==> src/out2_gain_regs.svh <==
// register indices, field positions, reset values for output two gain bank
`ifndef OUT2_GAIN_REGS_SVH
`define OUT2_GAIN_REGS_SVH

// register indices; byte address is four times the index
`define CFG_IDX 8'h6D
`define VOL_IDX 8'h6E
`define FINE_IDX 8'h6F
`define BW_IDX 8'h40
`define STAT_IDX 8'h41

// reset values
`define CFG_RST 8'h20
`define VOL_RST 8'hC9
`define FINE_RST 8'h80
`define BW_RST 8'h00

// configuration field positions
`define DRV_HI 7
`define DRV_LO 6
`define LVL_HI 5
`define LVL_LO 3
`define BYP_BIT 2
`define FS_BIT 1
`define CM_BIT 0

// fine gain field positions
`define FG_HI 7
`define FG_LO 4

// gain reference codes
`define VOL_UNITY 9'h0C9
`define FG_UNITY 5'h08
`define LVL_RSVD 3'h7
`define LVL_M12 3'h6

`endif

==> src/out2_gain_pkg.sv <==
// types for the output two gain register bank
package out2_gain_pkg;

    // negative leg driver choices
    typedef enum logic [1:0] {
        drv_line_out = 2'h0,
        drv_headphone = 2'h1,
        drv_four_ohm = 2'h2,
        drv_receiver = 2'h3
    } drive_t;

    // analogue configuration seen by the output stage
    typedef struct packed {
        drive_t neg_leg_drive_sel;
        logic [2:0] neg_leg_level_sel;
        logic pos_bypass_impedance_sel;
        logic full_scale_sel;
        logic common_mode_tolerance_sel;
        logic channel_bandwidth_sel;
    } analog_cfg_t;

    // digital gain seen by the channel a signal path
    typedef struct packed {
        logic mute;
        logic signed [8:0] volume_half_db;
        logic signed [4:0] fine_tenth_db;
    } gain_t;

endpackage

==> src/output_two_dac_gain_regs.sv <==
// apb register bank for output two and dac channel 2a gain
//
// What this block does
// [RQ1] config register at 0x6D, reset 0x20
// [RQ2] bits 7-6 select negative leg driver
// [RQ3] bits 5-3 level, code 4 0 dB
// [RQ4] host uses level codes 0-6 only, 7 reserved
// [RQ5] host uses level 6 only with 4.4k
// [RQ6] bit 2 bypass impedance 4.4k or 20k
// [RQ7] bit 1 selects full scale range
// [RQ8] host enables high scale only audio band
// [RQ9] bit 0 selects common mode tolerance
// [RQ10] volume register at 0x6E, reset 0xC9
// [RQ11] volume code zero mutes channel a
// [RQ12] codes 1-255 half dB, 201 unity
// [RQ13] fine gain register 0x6F, reset 0x80
// [RQ14] fine gain tenth dB, code 8 unity
// [RQ15] fine gain low nibble reads zero
// [RQ16] separate bandwidth select, audio or wide
// [RQ17] fields read back, gains apply directly
//
// The APB register port was decided locally.

`include "out2_gain_regs.svh"

module output_two_dac_gain_regs
    import out2_gain_pkg::*;
(
    input wire logic pclk,
    input wire logic presetn,
    input wire logic psel,
    input wire logic penable,
    input wire logic pwrite,
    input wire logic [11:0] paddr,
    input wire logic [31:0] pwdata,
    input wire logic [3:0] pstrb,
    output logic [31:0] prdata,
    output logic pready,
    output logic pslverr,
    output analog_cfg_t analog_cfg,
    output gain_t chan_a_gain
);

    // ------------------------------------------------------------
    // address decode
    // ------------------------------------------------------------

    // true when the address is word aligned and its word address matches a register index
    function automatic logic hit(input logic [11:0] addr, input logic [7:0] idx);
        hit = (addr[1:0] == 2'h0) && (addr[11:2] == {2'h0, idx});
    endfunction

    logic sel_cfg;
    logic sel_vol;
    logic sel_fine;
    logic sel_bw;
    logic sel_stat;
    logic mapped;
    logic setup;
    logic access;
    logic wr_en;

    // one select per register
    assign sel_cfg = hit(paddr, `CFG_IDX);
    assign sel_vol = hit(paddr, `VOL_IDX);
    assign sel_fine = hit(paddr, `FINE_IDX);
    assign sel_bw = hit(paddr, `BW_IDX);
    assign sel_stat = hit(paddr, `STAT_IDX);
    assign mapped = sel_cfg | sel_vol | sel_fine | sel_bw | sel_stat;

    // bus phases; slave answers with no wait states
    assign setup = psel & ~penable;
    assign access = psel & penable;
    assign pready = 1'b1;
    assign pslverr = access & ~mapped; // unmapped address errors
    assign wr_en = access & pwrite & mapped & pstrb[0];

    // ------------------------------------------------------------
    // storage
    // ------------------------------------------------------------

    logic [7:0] cfg_ff;
    logic [7:0] vol_ff;
    logic [3:0] fine_ff;
    logic bw_ff;
    logic [31:0] prdata_ff;
    logic [7:0] status;
    logic [7:0] nxt_rdata;

    // output configuration register
    always_ff @(posedge pclk or negedge presetn)
    begin
        if (!presetn)
            cfg_ff <= `CFG_RST; // see [RQ1]
        else if (wr_en && sel_cfg)
            cfg_ff <= pwdata[7:0]; // see [RQ2] see [RQ3] see [RQ6] see [RQ7] see [RQ9]
    end

    // channel a digital volume register
    always_ff @(posedge pclk or negedge presetn)
    begin
        if (!presetn)
            vol_ff <= `VOL_RST; // see [RQ10]
        else if (wr_en && sel_vol)
            vol_ff <= pwdata[7:0];
    end

    // channel a fine gain register, only the upper nibble is stored
    always_ff @(posedge pclk or negedge presetn)
    begin
        if (!presetn)
            fine_ff <= 4'(`FINE_RST >> `FG_LO); // see [RQ13]
        else if (wr_en && sel_fine)
            fine_ff <= pwdata[`FG_HI:`FG_LO]; // see [RQ14]
    end

    // channel bandwidth select
    always_ff @(posedge pclk or negedge presetn)
    begin
        if (!presetn)
            bw_ff <= 1'(`BW_RST);
        else if (wr_en && sel_bw)
            bw_ff <= pwdata[0]; // see [RQ16]
    end

    // ------------------------------------------------------------
    // status and read path
    // ------------------------------------------------------------

    // flags settings that the host should not have made
    always_comb
    begin
        status = 8'h00;
        status[0] = cfg_ff[`LVL_HI:`LVL_LO] == `LVL_RSVD;
        status[1] = cfg_ff[`FS_BIT] & bw_ff; // see [RQ8]
        status[2] = (cfg_ff[`LVL_HI:`LVL_LO] == `LVL_M12) & cfg_ff[`BYP_BIT]; // see [RQ5]
    end

    // read mux; reserved bits read zero
    always_comb
    begin
        nxt_rdata = 8'h00;
        if (sel_cfg)
            nxt_rdata = cfg_ff; // see [RQ17]
        else if (sel_vol)
            nxt_rdata = vol_ff;
        else if (sel_fine)
            nxt_rdata = {fine_ff, 4'h0}; // see [RQ15]
        else if (sel_bw)
            nxt_rdata = {7'h00, bw_ff};
        else if (sel_stat)
            nxt_rdata = status;
    end

    // read data captured in the setup cycle, held through access
    always_ff @(posedge pclk or negedge presetn)
    begin
        if (!presetn)
            prdata_ff <= 32'h0000_0000;
        else if (setup)
            prdata_ff <= {24'h00_0000, nxt_rdata};
    end

    assign prdata = prdata_ff;

    // ------------------------------------------------------------
    // decoded outputs
    // ------------------------------------------------------------

    analog_cfg_t cfg_out_ff;
    gain_t gain_ff;

    // analogue controls follow the stored fields one cycle later
    always_ff @(posedge pclk or negedge presetn)
    begin
        if (!presetn)
        begin
            cfg_out_ff <= '{drv_line_out, 3'h4, 1'b0, 1'b0, 1'b0, 1'b0};
        end
        else
        begin
            cfg_out_ff.neg_leg_drive_sel <= drive_t'(cfg_ff[`DRV_HI:`DRV_LO]); // see [RQ2]
            cfg_out_ff.neg_leg_level_sel <= cfg_ff[`LVL_HI:`LVL_LO]; // see [RQ3]
            cfg_out_ff.pos_bypass_impedance_sel <= cfg_ff[`BYP_BIT]; // see [RQ6]
            cfg_out_ff.full_scale_sel <= cfg_ff[`FS_BIT]; // see [RQ7]
            cfg_out_ff.common_mode_tolerance_sel <= cfg_ff[`CM_BIT]; // see [RQ9]
            cfg_out_ff.channel_bandwidth_sel <= bw_ff; // see [RQ16]
        end
    end

    // signed gains relative to unity, applied with no host action
    always_ff @(posedge pclk or negedge presetn)
    begin
        if (!presetn)
        begin
            gain_ff <= '{1'b0, 9'sh000, 5'sh00};
        end
        else
        begin
            gain_ff.mute <= vol_ff == 8'h00; // see [RQ11]
            gain_ff.volume_half_db <= $signed({1'b0, vol_ff} - `VOL_UNITY); // see [RQ12]
            gain_ff.fine_tenth_db <= $signed({1'b0, fine_ff} - `FG_UNITY); // see [RQ14]
        end
    end

    assign analog_cfg = cfg_out_ff;
    assign chan_a_gain = gain_ff;
endmodule

==> config.mk <==
export PLATFORM = sky130hd
export DESIGN_NAME = output_two_dac_gain_regs
export DESIGN_NICKNAME = d
export VERILOG_FILES = /design/src/out2_gain_pkg.sv /design/src/output_two_dac_gain_regs.sv
export VERILOG_INCLUDE_DIRS = /design/src /design/src/src
export SDC_FILE = /design/constraint.sdc
export NUM_CORES = 1
export LEC_CHECK = 0
export ABC_AREA = 1
export BUFFER_PORTS_ARGS = -buffer_cell sky130_fd_sc_hd__buf_2
export CORE_MARGIN = 10
export CORE_UTILIZATION = 44
export CTS_CLUSTER_DIAMETER = 40
export CTS_CLUSTER_SIZE = 14
export DETAILED_ROUTE_END_ITERATION = 10
export PLACE_DENSITY_LB_ADDON = 0.2
export SETUP_SLACK_MARGIN = 0.5
export SYNTH_ARGS = -nofsm -noshare
export SYNTH_HDL_FRONTEND = slang
export SYNTH_SLANG_ARGS = --single-unit
==> constraint.sdc <==
create_clock -name pclk -period 1.3 [get_ports pclk]
set_input_delay 0.065 -clock pclk [delete_from_list [all_inputs] [get_ports pclk]]
set_output_delay 0.065 -clock pclk [all_outputs]
set_load 0.05 [all_outputs]
* After elaboration in Yosys (flattened, before gate mapping)
Cells that the tools add are included.
Word-level totals: input bits 53, bits in registers 53, logic and storage cells 53, output and inout bits 58
Cells by class: multiplexer cells 5, add/sub/neg operators 2, bitwise gates (word level) 14, reduce and logical (&&, ||, !) cells 11, equality and inequality tests 7
Operators with widths (number):
- $eq 10x7->1 const B | 5
- $mux 8 | 3
- $logic_and 1x1->1 | 9
- $sub 8x8->9 const B | 1
- $and 1x1->1 | 8
- $logic_not 8->1 | 1
- $eq 3x3->1 const B | 2
- $mux 3 | 2
- $sub 4x4->5 const B | 1
- $or 1x1->1 | 4
- $logic_not 2->1 | 1
- $not 1->1 | 2

* Logic depth before layout (Yosys ltp)
depth in word-level cells 9, depth in mapped cells 10, gate-level depth less buffers 10

* Worst setup path after synthesis
OpenSTA, ideal clock, no wires.
kind input to output, start point in paddr[11], end point out pslverr, buffers on the path 1, data arrival time 1.475 ns, stages on the path 9, path slack -0.240 ns, required time 1.235 ns, cell sequence inv_1 -> nand2_4 -> nor2_1 -> nand3_1 -> inv_2 -> nor2_4 -> nand2_8 -> buf_12 -> nor2_1
Between the ends: word-level cells in the longest chain between the ends 8, elaborated cells on any way between the ends 16, classes of those cells eq/ne: 5; bitwise: 6; reduce/logical: 5
RTL lines:
- from (decl) | RTL line output_two_dac_gain_regs.sv:34 | input wire logic [11:0] paddr,
- $eq 10x7->1 | RTL line output_two_dac_gain_regs.sv:50 | hit = (addr[1:0] == 2'h0) && (addr[11:2] == {2'h0, idx});
- $logic_and 1x1->1 | RTL line output_two_dac_gain_regs.sv:50
- $or 1x1->1 (3 in series) | RTL line output_two_dac_gain_regs.sv:69 | assign mapped = sel_cfg | sel_vol | sel_fine | sel_bw | sel_stat;
- $or 1x1->1 (*) | RTL line output_two_dac_gain_regs.sv:69
- $not 1->1 (*) | RTL line output_two_dac_gain_regs.sv:75 | assign pslverr = access & ~mapped;
- $and 1x1->1 (*) | RTL line output_two_dac_gain_regs.sv:75
- to (decl) | RTL line output_two_dac_gain_regs.sv:39 | output logic pslverr,
Mark *: on every way between the ends. The rest lies on a longest branch, timed or not.

* Worst setup path in the final report
start point reg vol_ff[0], end point reg gain_ff, in the netlist chan_a_gain[11]
Between the ends: word-level cells in the longest chain between the ends 1
RTL lines:
- from (decl) | RTL line output_two_dac_gain_regs.sv:83 | logic [7:0] vol_ff;
- from (signal assigned) | RTL line output_two_dac_gain_regs.sv:103 | vol_ff <= `VOL_RST;
- from (signal assigned) | RTL line output_two_dac_gain_regs.sv:105 | vol_ff <= pwdata[7:0];
- $sub 8x8->9 (no source line)
- to (signal assigned) | RTL line output_two_dac_gain_regs.sv:196 | gain_ff <= '{1'b0, 9'sh000, 5'sh00};
- to (decl) | RTL line output_two_dac_gain_regs.sv:171 | gain_t gain_ff;
No other way between the ends. A chain may end at the register's enable or synchronous reset.

==> impl_metrics.yaml <==
run_status:
  status: "finished with violations"
  violations: "setup timing"
layout:
  multi_input_area_sq_um: 1390
  layout-drive-gt1-share_pct: 53.6
  final_nets: 467
  final.fill_count: 437
  final_util_pct: 70.2
  fin_cells: 489
  fin_area_sq_um: 4200
  antenna_cells: 0
  syn_to_final_growth_pct: 53.5
  seq_area_sq_um: 1320
clock_network:
  clk_pin_slew_ps: 90
  insertion_delay_ps: 300
  cts-root-buf: "clkbuf_8"
  clock-sinks: 52
  cts_buffer_depth: 2
  cts_tree: "built"
  cts_made_buffers: 5
  htree_levels: 2
drt:
  drtAntennaViolNets: 0
  drt_pre_antenna_iters: 5
  vias: 2299
  routedWlPerCell_microns: 14.0
  drt_iter0_drc: 70
  wl_microns: 6870
  drc_errors: 0
  vias_per_cell: 4.70
power:
  p_per_area_nw_per_um2: 770
  p_leak_uw: 0.00203
  vdd_ir_drop_max_uv: 484
timing:
  setup_ws_ps: -25.1
  drv_slew: 0
  finalSetupViolCount: 1
  tightest_slew_ps: 504
  rsz0062_at_grt: "true"
  fmax_mhz: 755
  hold_viol_final: 0
  fin_crit_sh_pct: 102
  fin_crit_ps: 1330
  fin_skew_ps: 7.38
  whs_ps: 5.83
  relSlewSlack_pct: 66.3
die:
  ios: 111
  die_area_sq_um: 9780
  die_x_microns: 98.9
  die_y_microns: 98.9
  fp.coreArea_sq_um: 5990
  rows: 28
  initial_core_util_pct: 45.7
grt:
  gr-total-overflow: 0
  grtUsageTotal_pct: 13.9
  grt_pass1_wl_microns: 11400
  grt_max_degree: 27
  first_global_vias: 2434
  grt_antenna_before_repair: 0
worst_setup_path:
  critPathSlowestCell: "dfstp_2"
  worstPathCellList: "inv_4, ha_4, inv_4, nor2_4, inv_2, nand2_4, nand3_4, xor2_1"
  cp_slowest_stage_delay_ps: 570
  crit_path_frequent_cell: "inv_4"
  critical_path_class: "reg2reg"
  endpoint_kind: "flop"
  cp_data_arrival_time_ps: 1540
  cp_max_fo: 3
  crit_path_start_kind: "flop"
  worstPathRequired_ps: 1520
synth:
  async_flop_share_pct: 100
  syn_avg_cell_area_sq_um: 8.95
  ys_top_cells_by_area: "dfrtp_1 41%, nand2_1 10%, buf_4 7.1%"
  syn_inst: 306
  ys_seq_area_share_pct: 47.8
  synth_common_cells: "74 x nand2_1, 45 x dfrtp_1, 29 x nor2_1, 26 x buf_4, 26 x inv_1"
  yosys_warnings: 0
  yosys.area.top_type: "dfrtp_1"
  synth_most_common_cell: "nand2_1"
  synth.top_cell.area_share_pct: 41.1
  synth_edf_count: 0
  synth.distinct_cells: 32
  ys_ff_latch: 52
  synthesis.area_sq_um: 2740
  synthFlopType: "dfrtp_1"
placement:
  port_buffers: 58
  dp_hpwl_microns: 4930
  dp.cells: 449
  placed_area_sq_um: 3300
  place_congestion: 0.823
min_path:
  hold_path.class: "in2reg"
job:
  drv_cap: 0
## per-stage QoR
stage               setup WS, ps  total power (uW)  setup TNS (ps)
CTS                         44.4              3210               0
global route               -92.9              3360           -92.9
finish                     -25.1              3240           -25.1
detailed placement         -10.9              2240           -11.2
global placement           -4.75              2230           -4.75
floorplan                    118              2140               0
## worst paths after layout
path                                        start                   endpoint  slack [ps]  depth (start not counted)
max                         vol_ff[0]$_DFFE_PN1P_  chan_a_gain[11]$_DFF_PN0_         -30                          8
min                                     pwdata[5]      cfg_ff[5]$_DFFE_PN1P_           6                          3
max reg2reg                 vol_ff[0]$_DFFE_PN1P_  chan_a_gain[11]$_DFF_PN0_         -30                          8
min reg2reg                fine_ff[2]$_DFFE_PN0P_   chan_a_gain[2]$_DFF_PN0_         430                          0
max in group asynchronous                 presetn      vol_ff[6]$_DFFE_PN1P_         620                          3
min in group asynchronous                 presetn          bw_ff$_DFFE_PN0P_         170                          2
## power breakdown
part | internal, uW | switching [uW] | total, uW | leakage (uW)
clock network | 379 | 511 | 890 | 0.0000422
registers | 1650 | 25.3 | 1670 | 0.000629
logic | 224 | 451 | 675 | 0.00136
total | 2250 | 987 | 3240 | 0.00203
## sequential cells by signal, summed over array words and instances (netlist names)
register     count
fine_ff          4
prdata           8
vol_ff           8
bw_ff            1
chan_a_gain     14
analog_cfg       9
cfg_ff           8
## layer usage
layer  up-vias  global-route usage (%)  wire length [microns]
li1       1131                       -                      -
met1      1092                    18.1                   3100
met2        69                    21.6                   3300
met3         7                    4.05                    382
met4         0                    4.52                     87
met5         -                       0                      0
## what timing repair did
action | 4_1_cts | 5_1_grt
hold buffers | 2 | 0
pin swaps | 35 | 30
hold endpoints to repair | 36 | 0
endpoints found under the setup margin | 70 | 75
buffers inserted | 21 | 9
resized for setup | 122 | 49
## cells in the final DEF (no fill, tap or decap), types with 4 or more instances in the layout
cell,instances
xor2_1,5
buf_4,37
dfrtp_1,39
nand2_8,5
nand2_2,25
inv_1,13
clkbuf_8,5
a31oi_1,4
nor2_1,22
buf_8,14
nand3_1,6
inv_4,4
nand4_1,22
nor2_4,14
inv_2,11
dfstp_2,7
nand3_4,7
inv_6,4
buf_2,12
conb_1,25
nand2_1,47
dfrtp_2,6
buf_12,4
nand2_4,6
buf_6,40
## critical path: cells and delay by family, from the launching register on
family | cells | cell delay, ps
XOR/XNOR | 1 | 190
adder cells (fa/ha/maj) | 1 | 160
buffers and inverters | 3 | 170
flip-flops | 1 | 570
AND/OR/NAND/NOR | 3 | 160
## layout make-up
| class | instances | area share [%] |
|---|---|---|
| flip-flops and latches | 52 | 31.3 |
| clock inverters | 1 | 0.119 |
| multi-input cells | 208 | 33.1 |
| inverters | 36 | 5.09 |
| repair buffers | 110 | 26.3 |
| clock buffers | 7 | 1.82 |
| well taps | 75 | 2.23 |
## cells by family after synthesis
| family | Yosys count | synth area share (%) |
|---|---|---|
| flops | 52 | 47.8 |
| compound gates | 14 | 3.01 |
| simple gates | 163 | 32.0 |
| xor+xnor | 5 | 1.60 |
| other cells | 2 | 0.274 |
| buf+inv | 69 | 14.8 |
| fa+ha+maj | 1 | 0.457 |
Power figures use the tool's default switching activity.
